===== config.mk =====
export PLATFORM = sky130hd
export DESIGN_NAME = counter_array
export DESIGN_NICKNAME = d
export VERILOG_FILES = /design/src/hw/counter_array_pkg.sv /design/src/hw/counter_array.sv
export SDC_FILE = /design/constraint.sdc
export NUM_CORES = 1
export LEC_CHECK = 0
export BUFFER_PORTS_ARGS = -buffer_cell sky130_fd_sc_hd__buf_2
export CORE_ASPECT_RATIO = 0.6
export CORE_MARGIN = 4
export CORE_UTILIZATION = 29
export DETAILED_ROUTE_END_ITERATION = 8
export GPL_ROUTABILITY_DRIVEN = 0
export GPL_TIMING_DRIVEN = 0
export PLACE_DENSITY = 0.5
export SYNTH_ARGS = -nofsm -noshare
export SYNTH_HDL_FRONTEND = slang
export SYNTH_SLANG_ARGS = --single-unit

===== constraint.sdc =====
create_clock -name pclk -period 3.8 [get_ports pclk]
set_clock_uncertainty 0.1 [all_clocks]
set_input_delay 0.19 -clock pclk [delete_from_list [all_inputs] [get_ports pclk]]
set_output_delay 0.19 -clock pclk [all_outputs]
set_load 0.02 [all_outputs]

===== src/hw/counter_array_pkg.sv =====
/*
 Constants for the counter array: register map, field positions,
 reset values, count-source encodings and prescaler divisors.
 Assumes a 200 MHz pclk that stands for the oscillator.
*/
package counter_array_pkg;

   // Bus address width and register map (byte addresses)
   localparam int          addr_width          = 8;
   localparam logic [7:0]  addr_mode           = 8'h00;
   localparam logic [7:0]  addr_control        = 8'h04;
   localparam logic [7:0]  addr_count_low      = 8'h08;
   localparam logic [7:0]  addr_count_high     = 8'h0c;
   localparam logic [7:0]  addr_module_base    = 8'h20;
   localparam logic [7:0]  addr_module_stride  = 8'h10;
   localparam logic [7:0]  offs_function       = 8'h00;
   localparam logic [7:0]  offs_value_low      = 8'h04;
   localparam logic [7:0]  offs_value_high     = 8'h08;

   // Counter mode register fields
   localparam int          mode_idle_stop      = 7;
   localparam int          mode_watchdog       = 6;
   localparam int          mode_src_hi         = 2;
   localparam int          mode_src_lo         = 1;
   localparam int          mode_ovf_irq_en     = 0;
   localparam logic [7:0]  mode_write_mask     = 8'hc7;

   // Counter control register fields
   localparam int          ctrl_ovf_flag       = 7;
   localparam int          ctrl_run            = 6;

   // Module function select fields
   localparam int          fs_irq_en           = 0;
   localparam int          fs_pwm              = 1;
   localparam int          fs_toggle           = 2;
   localparam int          fs_match            = 3;
   localparam int          fs_cap_fall         = 4;
   localparam int          fs_cap_rise         = 5;
   localparam int          fs_comparator       = 6;
   localparam logic [7:0]  fs_write_mask       = 8'h7f;

   // Reset values
   localparam logic [7:0]  reg_reset           = 8'h00;
   localparam logic [15:0] value_reset         = 16'h0000;

   // Count source encodings
   localparam logic [1:0]  src_osc_slow        = 2'b00;
   localparam logic [1:0]  src_osc_fast        = 2'b01;
   localparam logic [1:0]  src_timer0          = 2'b10;
   localparam logic [1:0]  src_ext_pin         = 2'b11;

   // Prescaler divisors in oscillator cycles
   localparam logic [3:0]  div_slow_6clk       = 4'h6;
   localparam logic [3:0]  div_slow_12clk      = 4'hc;
   localparam logic [3:0]  div_fast_6clk       = 4'h2;
   localparam logic [3:0]  div_fast_12clk      = 4'h4;

   // Port-1 placement and special module
   localparam int          first_module_pin    = 3;
   localparam int          ext_count_pin       = 2;
   localparam int          watchdog_module     = 4;
   localparam int          max_modules         = 5;

   // Counter edge values
   localparam logic [15:0] count_top           = 16'hffff;
   localparam logic [7:0]  low_top             = 8'hff;

endpackage


===== src/hw/counter_array.sv =====
/*
 Counter array: one shared 16-bit up-counter and up to five
 capture/compare modules on port-1 pins, reached over APB.
 Assumes all inputs are synchronous to pclk except the port-1 pins,
 which are synchronised here; timer0_overflow is a one-cycle pulse.
 A watchdog match pulses internal_reset and also sets the flag of module four.
*/
// Operation
// - Source select picks oscillator divide, timer0, pin
// - One 16-bit counter shared by all modules
// - Counter runs only while run bit set
// - Overflow sets flag; interrupt when enabled
// - Only software clears the overflow flag
// - Module flags set by hardware, software-cleared
// - Idle-stop halts counting during processor idle
// - Module irq enable gates its flag
// - Toggle bit inverts pin on compare match
// - Match enable sets flag on compare match
// - Falling and rising capture edge enables
// - Comparator enable gates all compare functions
// - Enabled edge copies counter into value, flags
// - Comparator plus match gives software timer
// - Adding toggle gives high-speed output
// - PWM output low while low byte below compare
// - Low byte wrap reloads compare low from high
// - Watchdog enable applies to module four only
// - Module pins from port-1 bit 3; count on 2
// - Watchdog match raises internal reset and module four's flag
`timescale 1ns/1ps
`default_nettype none

module counter_array #(
   parameter int num_modules = 5
) (
   // Clock and reset
   input  wire  logic                                  pclk,
   input  wire  logic                                  presetn,
   // APB slave
   input  wire  logic                                  psel,
   input  wire  logic                                  penable,
   input  wire  logic                                  pwrite,
   input  wire  logic [counter_array_pkg::addr_width-1:0] paddr,
   input  wire  logic [31:0]                           pwdata,
   output logic [31:0]                                 prdata,
   output logic                                        pready,
   output logic                                        pslverr,
   // Core status
   input  wire  logic                                  six_clock_mode,
   input  wire  logic                                  idle_mode,
   input  wire  logic                                  timer0_overflow,
   // Port 1 pins
   input  wire  logic [7:0]                            port1_in,
   output logic [7:0]                                  port1_out,
   output logic [7:0]                                  port1_oe,
   // Requests to the core
   output logic                                        irq,
   output logic                                        internal_reset
);
   import counter_array_pkg::*;

   ////////////////////////////////////////////////////////////////////
   // Parameter check

   // At most five module pins fit, port-1 bits 3 to 7
   if (num_modules < 1 || num_modules > max_modules) begin : g_check
      $error("num_modules must lie between 1 and 5");
   end

   ////////////////////////////////////////////////////////////////////
   // State

   typedef struct packed {
      // Software registers
      logic [7:0]                        mode;
      logic [7:0]                        control;
      logic [15:0]                       count;
      logic [num_modules-1:0][7:0]       fsel;
      logic [num_modules-1:0][15:0]      value;
      // Prescaler and pin samples
      logic [3:0]                        presc;
      logic [num_modules-1:0]            pin_s1;
      logic [num_modules-1:0]            pin_s2;
      logic [num_modules-1:0]            pin_s3;
      logic                              eci_s1;
      logic                              eci_s2;
      logic                              eci_s3;
      logic                              tick;
      // Registered outputs
      logic [7:0]                        p1_out;
      logic [7:0]                        p1_oe;
      logic                              irq;
      logic                              wdt_rst;
      // Bus answer
      logic [31:0]                       prdata;
      logic                              pready;
      logic                              pslverr;
   } state_type;

   state_type s_q;
   state_type s_d;

   ////////////////////////////////////////////////////////////////////
   // Next-state logic

   always_comb begin
      // Counter path
      logic [3:0]  div;
      logic        osc_tick;
      logic        src_tick;
      logic        tick;
      logic        ovf;
      // Flags and bus decode
      logic [7:0]  flag_set;
      logic [7:0]  ma;
      logic        hit;
      logic        wr;
      logic        rd_cycle;
      logic [7:0]  rdv;
      logic [7:0]  wd;
      // Per-module, reused each pass
      logic        rise;
      logic        fall;
      logic        match;
      logic        wdt_hit;
      logic        any_irq;
      logic [7:0]  fs;

      // Defaults, then held state
      div      = div_slow_12clk;
      osc_tick = 1'b0;
      src_tick = 1'b0;
      tick     = 1'b0;
      ovf      = 1'b0;
      flag_set = reg_reset;
      ma       = addr_module_base;
      hit      = 1'b0;
      wr       = 1'b0;
      rd_cycle = 1'b0;
      rdv      = reg_reset;
      wd       = pwdata[7:0];
      rise     = 1'b0;
      fall     = 1'b0;
      match    = 1'b0;
      wdt_hit  = 1'b0;
      any_irq  = 1'b0;
      fs       = reg_reset;
      s_d      = s_q;

      // Pin synchronisers, module pins from bit 3 upward
      for (int i = 0; i < num_modules; i++) begin
         s_d.pin_s1[i] = port1_in[first_module_pin + i];
      end
      // Only stages 2 and 3 are compared
      s_d.pin_s2 = s_q.pin_s1;
      s_d.pin_s3 = s_q.pin_s2;
      s_d.eci_s1 = port1_in[ext_count_pin];
      s_d.eci_s2 = s_q.eci_s1;
      s_d.eci_s3 = s_q.eci_s2;

      // Prescaler divisor from source and clock mode
      if (s_q.mode[mode_src_hi:mode_src_lo] == src_osc_slow) begin
         div = six_clock_mode ? div_slow_6clk : div_slow_12clk;
      end else begin
         div = six_clock_mode ? div_fast_6clk : div_fast_12clk;
      end

      // Free-running; >= copes with a smaller div
      if (s_q.presc >= div - 4'h1) begin
         osc_tick  = 1'b1;
         s_d.presc = 4'h0;
      end else begin
         s_d.presc = s_q.presc + 4'h1;
      end

      // Count source select
      // The pin counts rising edges only
      case (s_q.mode[mode_src_hi:mode_src_lo])
         src_osc_slow: src_tick = osc_tick;
         src_osc_fast: src_tick = osc_tick;
         src_timer0:   src_tick = timer0_overflow;
         default:      src_tick = s_q.eci_s2 & ~s_q.eci_s3;
      endcase

      // Counter advance, gated by run and idle-stop
      tick = src_tick & s_q.control[ctrl_run]
             & ~(s_q.mode[mode_idle_stop] & idle_mode);
      // Compares look at the stepped count
      s_d.tick = tick;

      // Overflow seen once per wrap
      if (tick) begin
         s_d.count = s_q.count + 16'h0001;
         ovf       = (s_q.count == count_top);
      end

      // Per-module compare, toggle, PWM and watchdog
      for (int i = 0; i < num_modules; i++) begin
         fs    = s_q.fsel[i];
         // Edges from stages 2 and 3
         rise  = s_q.pin_s2[i] & ~s_q.pin_s3[i];
         fall  = ~s_q.pin_s2[i] & s_q.pin_s3[i];
         // One compare per count value
         match = s_q.tick & fs[fs_comparator]
                 & (s_q.count == s_q.value[i]);

         // Match sets the flag: software timer
         if (match && fs[fs_match]) begin
            flag_set[i] = 1'b1;
         end

         // Toggle on match: high-speed output
         if (match && fs[fs_toggle] && !fs[fs_pwm]) begin
            s_d.p1_out[first_module_pin + i] =
               ~s_q.p1_out[first_module_pin + i];
         end

         // PWM level from the low byte
         if (fs[fs_pwm] && fs[fs_comparator]) begin
            s_d.p1_out[first_module_pin + i] =
               (s_q.count[7:0] >= s_q.value[i][7:0]);
            if (tick && s_q.count[7:0] == low_top) begin
               s_d.value[i][7:0] = s_q.value[i][15:8];
            end
         end

         // Pin driven only in output functions
         s_d.p1_oe[first_module_pin + i] = fs[fs_comparator]
            & (fs[fs_toggle] | fs[fs_pwm]);

         // Watchdog on module four
         if (i == watchdog_module && match && fs[fs_match]
             && s_q.mode[mode_watchdog]) begin
            wdt_hit = 1'b1;
         end
      end

      // Bus decode
      // Wait state before ready
      rd_cycle = psel & penable & ~s_q.pready;
      if (paddr == addr_mode) begin
         hit = 1'b1;
         rdv = s_q.mode;
      end else if (paddr == addr_control) begin
         hit = 1'b1;
         rdv = s_q.control;
      end else if (paddr == addr_count_low) begin
         hit = 1'b1;
         rdv = s_q.count[7:0];
      end else if (paddr == addr_count_high) begin
         hit = 1'b1;
         rdv = s_q.count[15:8];
      end else begin
         // Modules, one stride apart
         for (int i = 0; i < num_modules; i++) begin
            ma = addr_module_base + (addr_module_stride * 8'(i));
            if (paddr == ma + offs_function) begin
               hit = 1'b1;
               rdv = s_q.fsel[i];
            end else if (paddr == ma + offs_value_low) begin
               hit = 1'b1;
               rdv = s_q.value[i][7:0];
            end else if (paddr == ma + offs_value_high) begin
               hit = 1'b1;
               rdv = s_q.value[i][15:8];
            end
         end
      end

      // Writes land while ready is high
      wr = psel & penable & s_q.pready & pwrite & hit;

      // Register writes
      if (wr) begin
         if (paddr == addr_mode) begin
            // Bits 5..3 stay zero
            s_d.mode = wd & mode_write_mask;
         end else if (paddr == addr_control) begin
            s_d.control[ctrl_run] = wd[ctrl_run];
            // Writing zero clears; ones keep flags
            s_d.control[ctrl_ovf_flag] =
               s_q.control[ctrl_ovf_flag] & wd[ctrl_ovf_flag];
            s_d.control[num_modules-1:0] =
               s_q.control[num_modules-1:0] & wd[num_modules-1:0];
         end else if (paddr == addr_count_low) begin
            // Either byte loads at any time
            s_d.count[7:0] = wd;
         end else if (paddr == addr_count_high) begin
            s_d.count[15:8] = wd;
         end else begin
            // Same map as the read decode
            for (int i = 0; i < num_modules; i++) begin
               ma = addr_module_base + (addr_module_stride * 8'(i));
               if (paddr == ma + offs_function) begin
                  s_d.fsel[i] = wd & fs_write_mask;
               end else if (paddr == ma + offs_value_low) begin
                  s_d.value[i][7:0] = wd;
               end else if (paddr == ma + offs_value_high) begin
                  s_d.value[i][15:8] = wd;
               end
            end
         end
      end

      // Capture overrides a software value write
      for (int i = 0; i < num_modules; i++) begin
         fs   = s_q.fsel[i];
         rise = s_q.pin_s2[i] & ~s_q.pin_s3[i];
         fall = ~s_q.pin_s2[i] & s_q.pin_s3[i];
         if ((fs[fs_cap_rise] && rise) || (fs[fs_cap_fall] && fall)) begin
            // Count before this step
            s_d.value[i] = s_q.count;
            flag_set[i]  = 1'b1;
         end
      end

      // Hardware set wins over software clear
      if (ovf) begin
         s_d.control[ctrl_ovf_flag] = 1'b1;
      end

      // This cycle's module events
      s_d.control[num_modules-1:0] =
         s_d.control[num_modules-1:0] | flag_set[num_modules-1:0];

      // Shared interrupt request
      any_irq = s_q.control[ctrl_ovf_flag] & s_q.mode[mode_ovf_irq_en];
      for (int i = 0; i < num_modules; i++) begin
         any_irq = any_irq
                   | (s_q.control[i] & s_q.fsel[i][fs_irq_en]);
      end

      // Requests leave from flip-flops
      s_d.irq     = any_irq;
      s_d.wdt_rst = wdt_hit;

      // Bus answer: one wait cycle, then ready
      s_d.pready = rd_cycle;
      // Valid only in the ready cycle
      if (rd_cycle) begin
         s_d.prdata  = {24'h000000, rdv};
         s_d.pslverr = ~hit;
      end else if (s_q.pready) begin
         s_d.prdata  = 32'h00000000;
         s_d.pslverr = 1'b0;
      end
   end

   ////////////////////////////////////////////////////////////////////
   // State register

   always_ff @(posedge pclk or negedge presetn) begin
      if (!presetn) begin
         // Counter stopped, pins released
         s_q <= '0;
      end else begin
         s_q <= s_d;
      end
   end

   ////////////////////////////////////////////////////////////////////
   // Outputs straight from flip-flops

   assign prdata         = s_q.prdata;
   assign pready         = s_q.pready;
   assign pslverr        = s_q.pslverr;
   assign port1_out      = s_q.p1_out;
   assign port1_oe       = s_q.p1_oe;
   assign irq            = s_q.irq;
   assign internal_reset = s_q.wdt_rst;

endmodule

`default_nettype wire


==> run_results.csv <==
group,metric,value,unit
sta,finalHoldViolCount,0,
clock_tree,ctsResizeCount,0,
yosys,synth_most_common_cell,"dfrtp_1",
detailed_routing,wire_per_inst,28.36,um
detailed_routing,drc,0,
place,port_buffers,41,
grt,grt_pass1_wl,84.75,mm
final_layout,areaGrowthSynthToFinish,13.73,%
yosys,ys_types,88,
sta,finalSetupViolations,0,
pwr,combPwrFrac,0.114,
pwr,p_seq_frac,0.461,
die,initial_core_util,0.2948,
detailed_routing,first_pass_iters,9,
pwr,swShare,0.3028,
yosys,ys_top_cells_by_area,"dfrtp_1 (35%), mux2i_1 (5.1%), ha_1 (4.2%)",
yosys,synth.area.mux_share,0.08957,
clock_tree,numCtsBuffers,17,
yosys,synth_top_family_by_area,"simple AND/OR/NAND/NOR gates",
clock_tree,clk_latency,480,ps
clock_tree,path_clk_slew,80,ps
place,dpl.hpwl,43.62,mm
worst_hold_path,worstHoldEndpoint,"s_q[151]$_DFFE_PN0P_",
grt,first_global_vias,11574,
place,pre_cts_slack,619.6,ps
yosys,synth-adder-area-share,0.04247,
die,core_area,44970,sq um
detailed_routing,ant_nets,0,
run,cap_violations,0,
grt,antenna_found_initial,2,
sta,period_needed,3393,ps
die,die-height,173.6,um
worst_setup_path,worst_setup_path_end_kind,"flip-flop",
yosys,ys.warnings.count,0,
detailed_routing,vias_per_cell,5.905,
clock_tree,cts_root_buf,"clkbuf_16",
sta,slew_headroom,0.2198,
grt,grt_max_degree,111,
final_layout,drive_gt1_frac,0.1871,
run_status,status,"finished, final reports clean",
die,ios,108,
worst_setup_path,critPathArrivalTime,3690,ps
sta,tightestPinTransition,1170,ps
yosys,synth-simple-area-share,0.1894,
worst_setup_path,rr_startpoint,"s_q[201]$_DFF_PN0_",
sta,setup_slack,407.1,ps
clock_tree,clkSinkCount,188,
yosys,postSynthAreaPerCell,9.455,sq um
yosys,netlist_instances,1402,
grt,grt_usage,0.2369,
pwr,leakage,6.187,nW
yosys,yosysTopAreaCell,"dfrtp_1",
worst_setup_path,r2r_cells,6,
detailed_routing,vias,12447,
pwr,peakVddDrop,0.2957,mV
sta,period_share,0.8929,
worst_setup_path,rr_endpoint,"s_q[91]$_DFF_PN0_",
detailed_routing,drt-initial-drc-count,2035,
clock_tree,clockBufferDepth,2,
worst_hold_path,hold_path_class,"in -> reg",
pwr,cellPowerDensity,298.9,nW/um^2
sta,slew_violations,0,
sta,hold_ws,28.40,ps
worst_setup_path,worstSetupPathType,"reg -> reg",
pwr,intPower,0.003142,W
final_layout,n_fill_cell,4629,
pwr,p_switching,0.001364,W
sta,fmax,294.7,MHz
worst_setup_path,startpoint_type,"flip-flop",
worst_setup_path,r2r_slack,410,ps
yosys,ys_top_cells_by_count,"dfrtp_1 (188), nor2_1 (130), a21oi_1 (91)",
worst_setup_path,crit_required,4090,ps
die,die_x,284.0,um
die,die_area,49310,sq um
grt,overflow,0,
worst_setup_path,crit_fanout,10,
yosys,synth_flop_cell,"dfrtp_1",
yosys,ys_ff_latch,188,
worst_hold_path,hp-start,"pwdata[4]",
yosys,synth-xor-area-share,0.03898,
sta,rsz0062_at_grt,"false",
clock_tree,post-cts-setup-buffer-count,0,
clock_tree,cts_tree,"built",
worst_hold_path,hold_depth,3,
detailed_routing,routed_wl,59.79,mm
yosys,synth-compound-area-share,0.1882,
yosys,async_flop_share,1.000,
die,rows,60,
yosys,synth_edf_count,0,
clock_tree,cts_max_level,4,
yosys,synth_top_area_share,0.3549,
yosys,ys_seq_area_frac,0.3549,
pwr,power_frac_clock,0.425,
final_layout,finalNetCount,1606,
yosys,syn_area,13260,sq um
==> area by class of cell <==
class                           count  area (sq um)  area share
Clock buffer                       17         425.4     0.02822
Clock inverter                     15         173.9     0.01154
Sequential cell                   188          4705      0.3120
Tap cell                          589         737.0     0.04888
Antenna cell                        1         2.502   0.0001660
Buffer                            158          1084     0.07187
Multi-Input combinational cell   1034          7386      0.4899
Timing Repair Buffer               55         372.9     0.02473
Inverter                           51         191.4     0.01270
==> stage by stage <==
step	utilization	instances	TNS [ps]	instance area, sq um	power, W
after global placement	0.3182	2061	-180160	14310	0.002591
after detailed placement	0.3190	2062	0	14350	0.002603
after CTS	0.3352	2107	0	15070	0.004506
after global routing	0.3352	2107	0	15070	0.004665
final	0.3353	2108	0	15080	0.004506
after floorplan	-	1431	0	13370	0.002398
==> power by group through the flow <==
| stage | clock, W | combinational (W) | sequential [W] |
|---|---|---|---|
| global placement | 0 | 0.000476 | 0.00212 |
| global route | 0.00203 | 0.000548 | 0.00208 |
| floorplan | 0 | 0.000296 | 0.00210 |
| detailed placement | 0 | 0.000487 | 0.00212 |
| CTS | 0.00193 | 0.000500 | 0.00208 |
| finish | 0.00191 | 0.000514 | 0.00208 |
==> metal layers <==
metal / track usage / vias to the layer above / wire [um]
li1: - / 5269 / -
met1: 0.3525 / 6191 / 26640
met2: 0.2971 / 872 / 22050
met3: 0.1158 / 115 / 9410
met4: 0.06075 / 0 / 1687
met5: 0 / - / 0
==> repair_timing <==
item,4_1_cts,5_1_grt
hold buffers,13,0
setup endpoints to repair,0,0
hold endpoints to repair,94,0
==> worst max path at each step <==
stage | start | endpoint
3_3_place_gp | presetn | s_q[199]$_DFF_PN0_
6_report | s_q[201]$_DFF_PN0_ | s_q[91]$_DFF_PN0_
3_5_place_dp | s_q[201]$_DFF_PN0_ | s_q[143]$_DFF_PN0_
4_1_cts | s_q[201]$_DFF_PN0_ | s_q[91]$_DFF_PN0_
5_1_grt | s_q[201]$_DFF_PN0_ | s_q[95]$_DFF_PN0_
2_1_floorplan | s_q[221]$_DFFE_PN0P_ | s_q[124]$_DFF_PN0_
==> placed cells by master (no fill, tap or decap), types with 36 or more instances in the layout <==
| cell | synthesis | final |
|---|---|---|
| nand3_1 | 36 | 36 |
| nor2_1 | 130 | 130 |
| xor2_1 | 43 | 43 |
| buf_2 | 17 | 57 |
| mux2_2 | 45 | 45 |
| clkbuf_1 | 49 | 49 |
| a21oi_1 | 91 | 91 |
| dfrtp_1 | 188 | 188 |
| mux2i_1 | 68 | 68 |
| nor3_1 | 58 | 58 |
| nand2_1 | 82 | 82 |
| inv_1 | 51 | 51 |
| buf_4 | 57 | 57 |
| ha_1 | 45 | 45 |
==> flip-flops by register name, summed over array words and instances, names as in the netlist <==
name,flops
irq,1
pslverr,1
pready,1
port1_oe,5
port1_out,5
prdata,8
s_q,154
internal_reset,1
s_d,12
==> cell families (layout without fill, tap and decap cells) <==
| family | after synthesis | after routing |
|---|---|---|
| AO/OA/AOI/OAI | 336 | 336 |
| XOR/XNOR | 59 | 59 |
| adder cells (fa/ha/maj) | 45 | 45 |
| buffers and inverters | 209 | 296 |
| flip-flops | 188 | 188 |
| multiplexers | 113 | 113 |
| other | 1 | 31 |
| AND/OR/NAND/NOR | 451 | 451 |
==> critical path: stages (launching register included) <==
cell and delay [ps]:
dfrtp_1 850, buf_6 320, and4_4 290, nand4_4 390, nor4_4 870, mux2i_1 220
a211oi_2 260
Power figures use the tool's default switching activity.
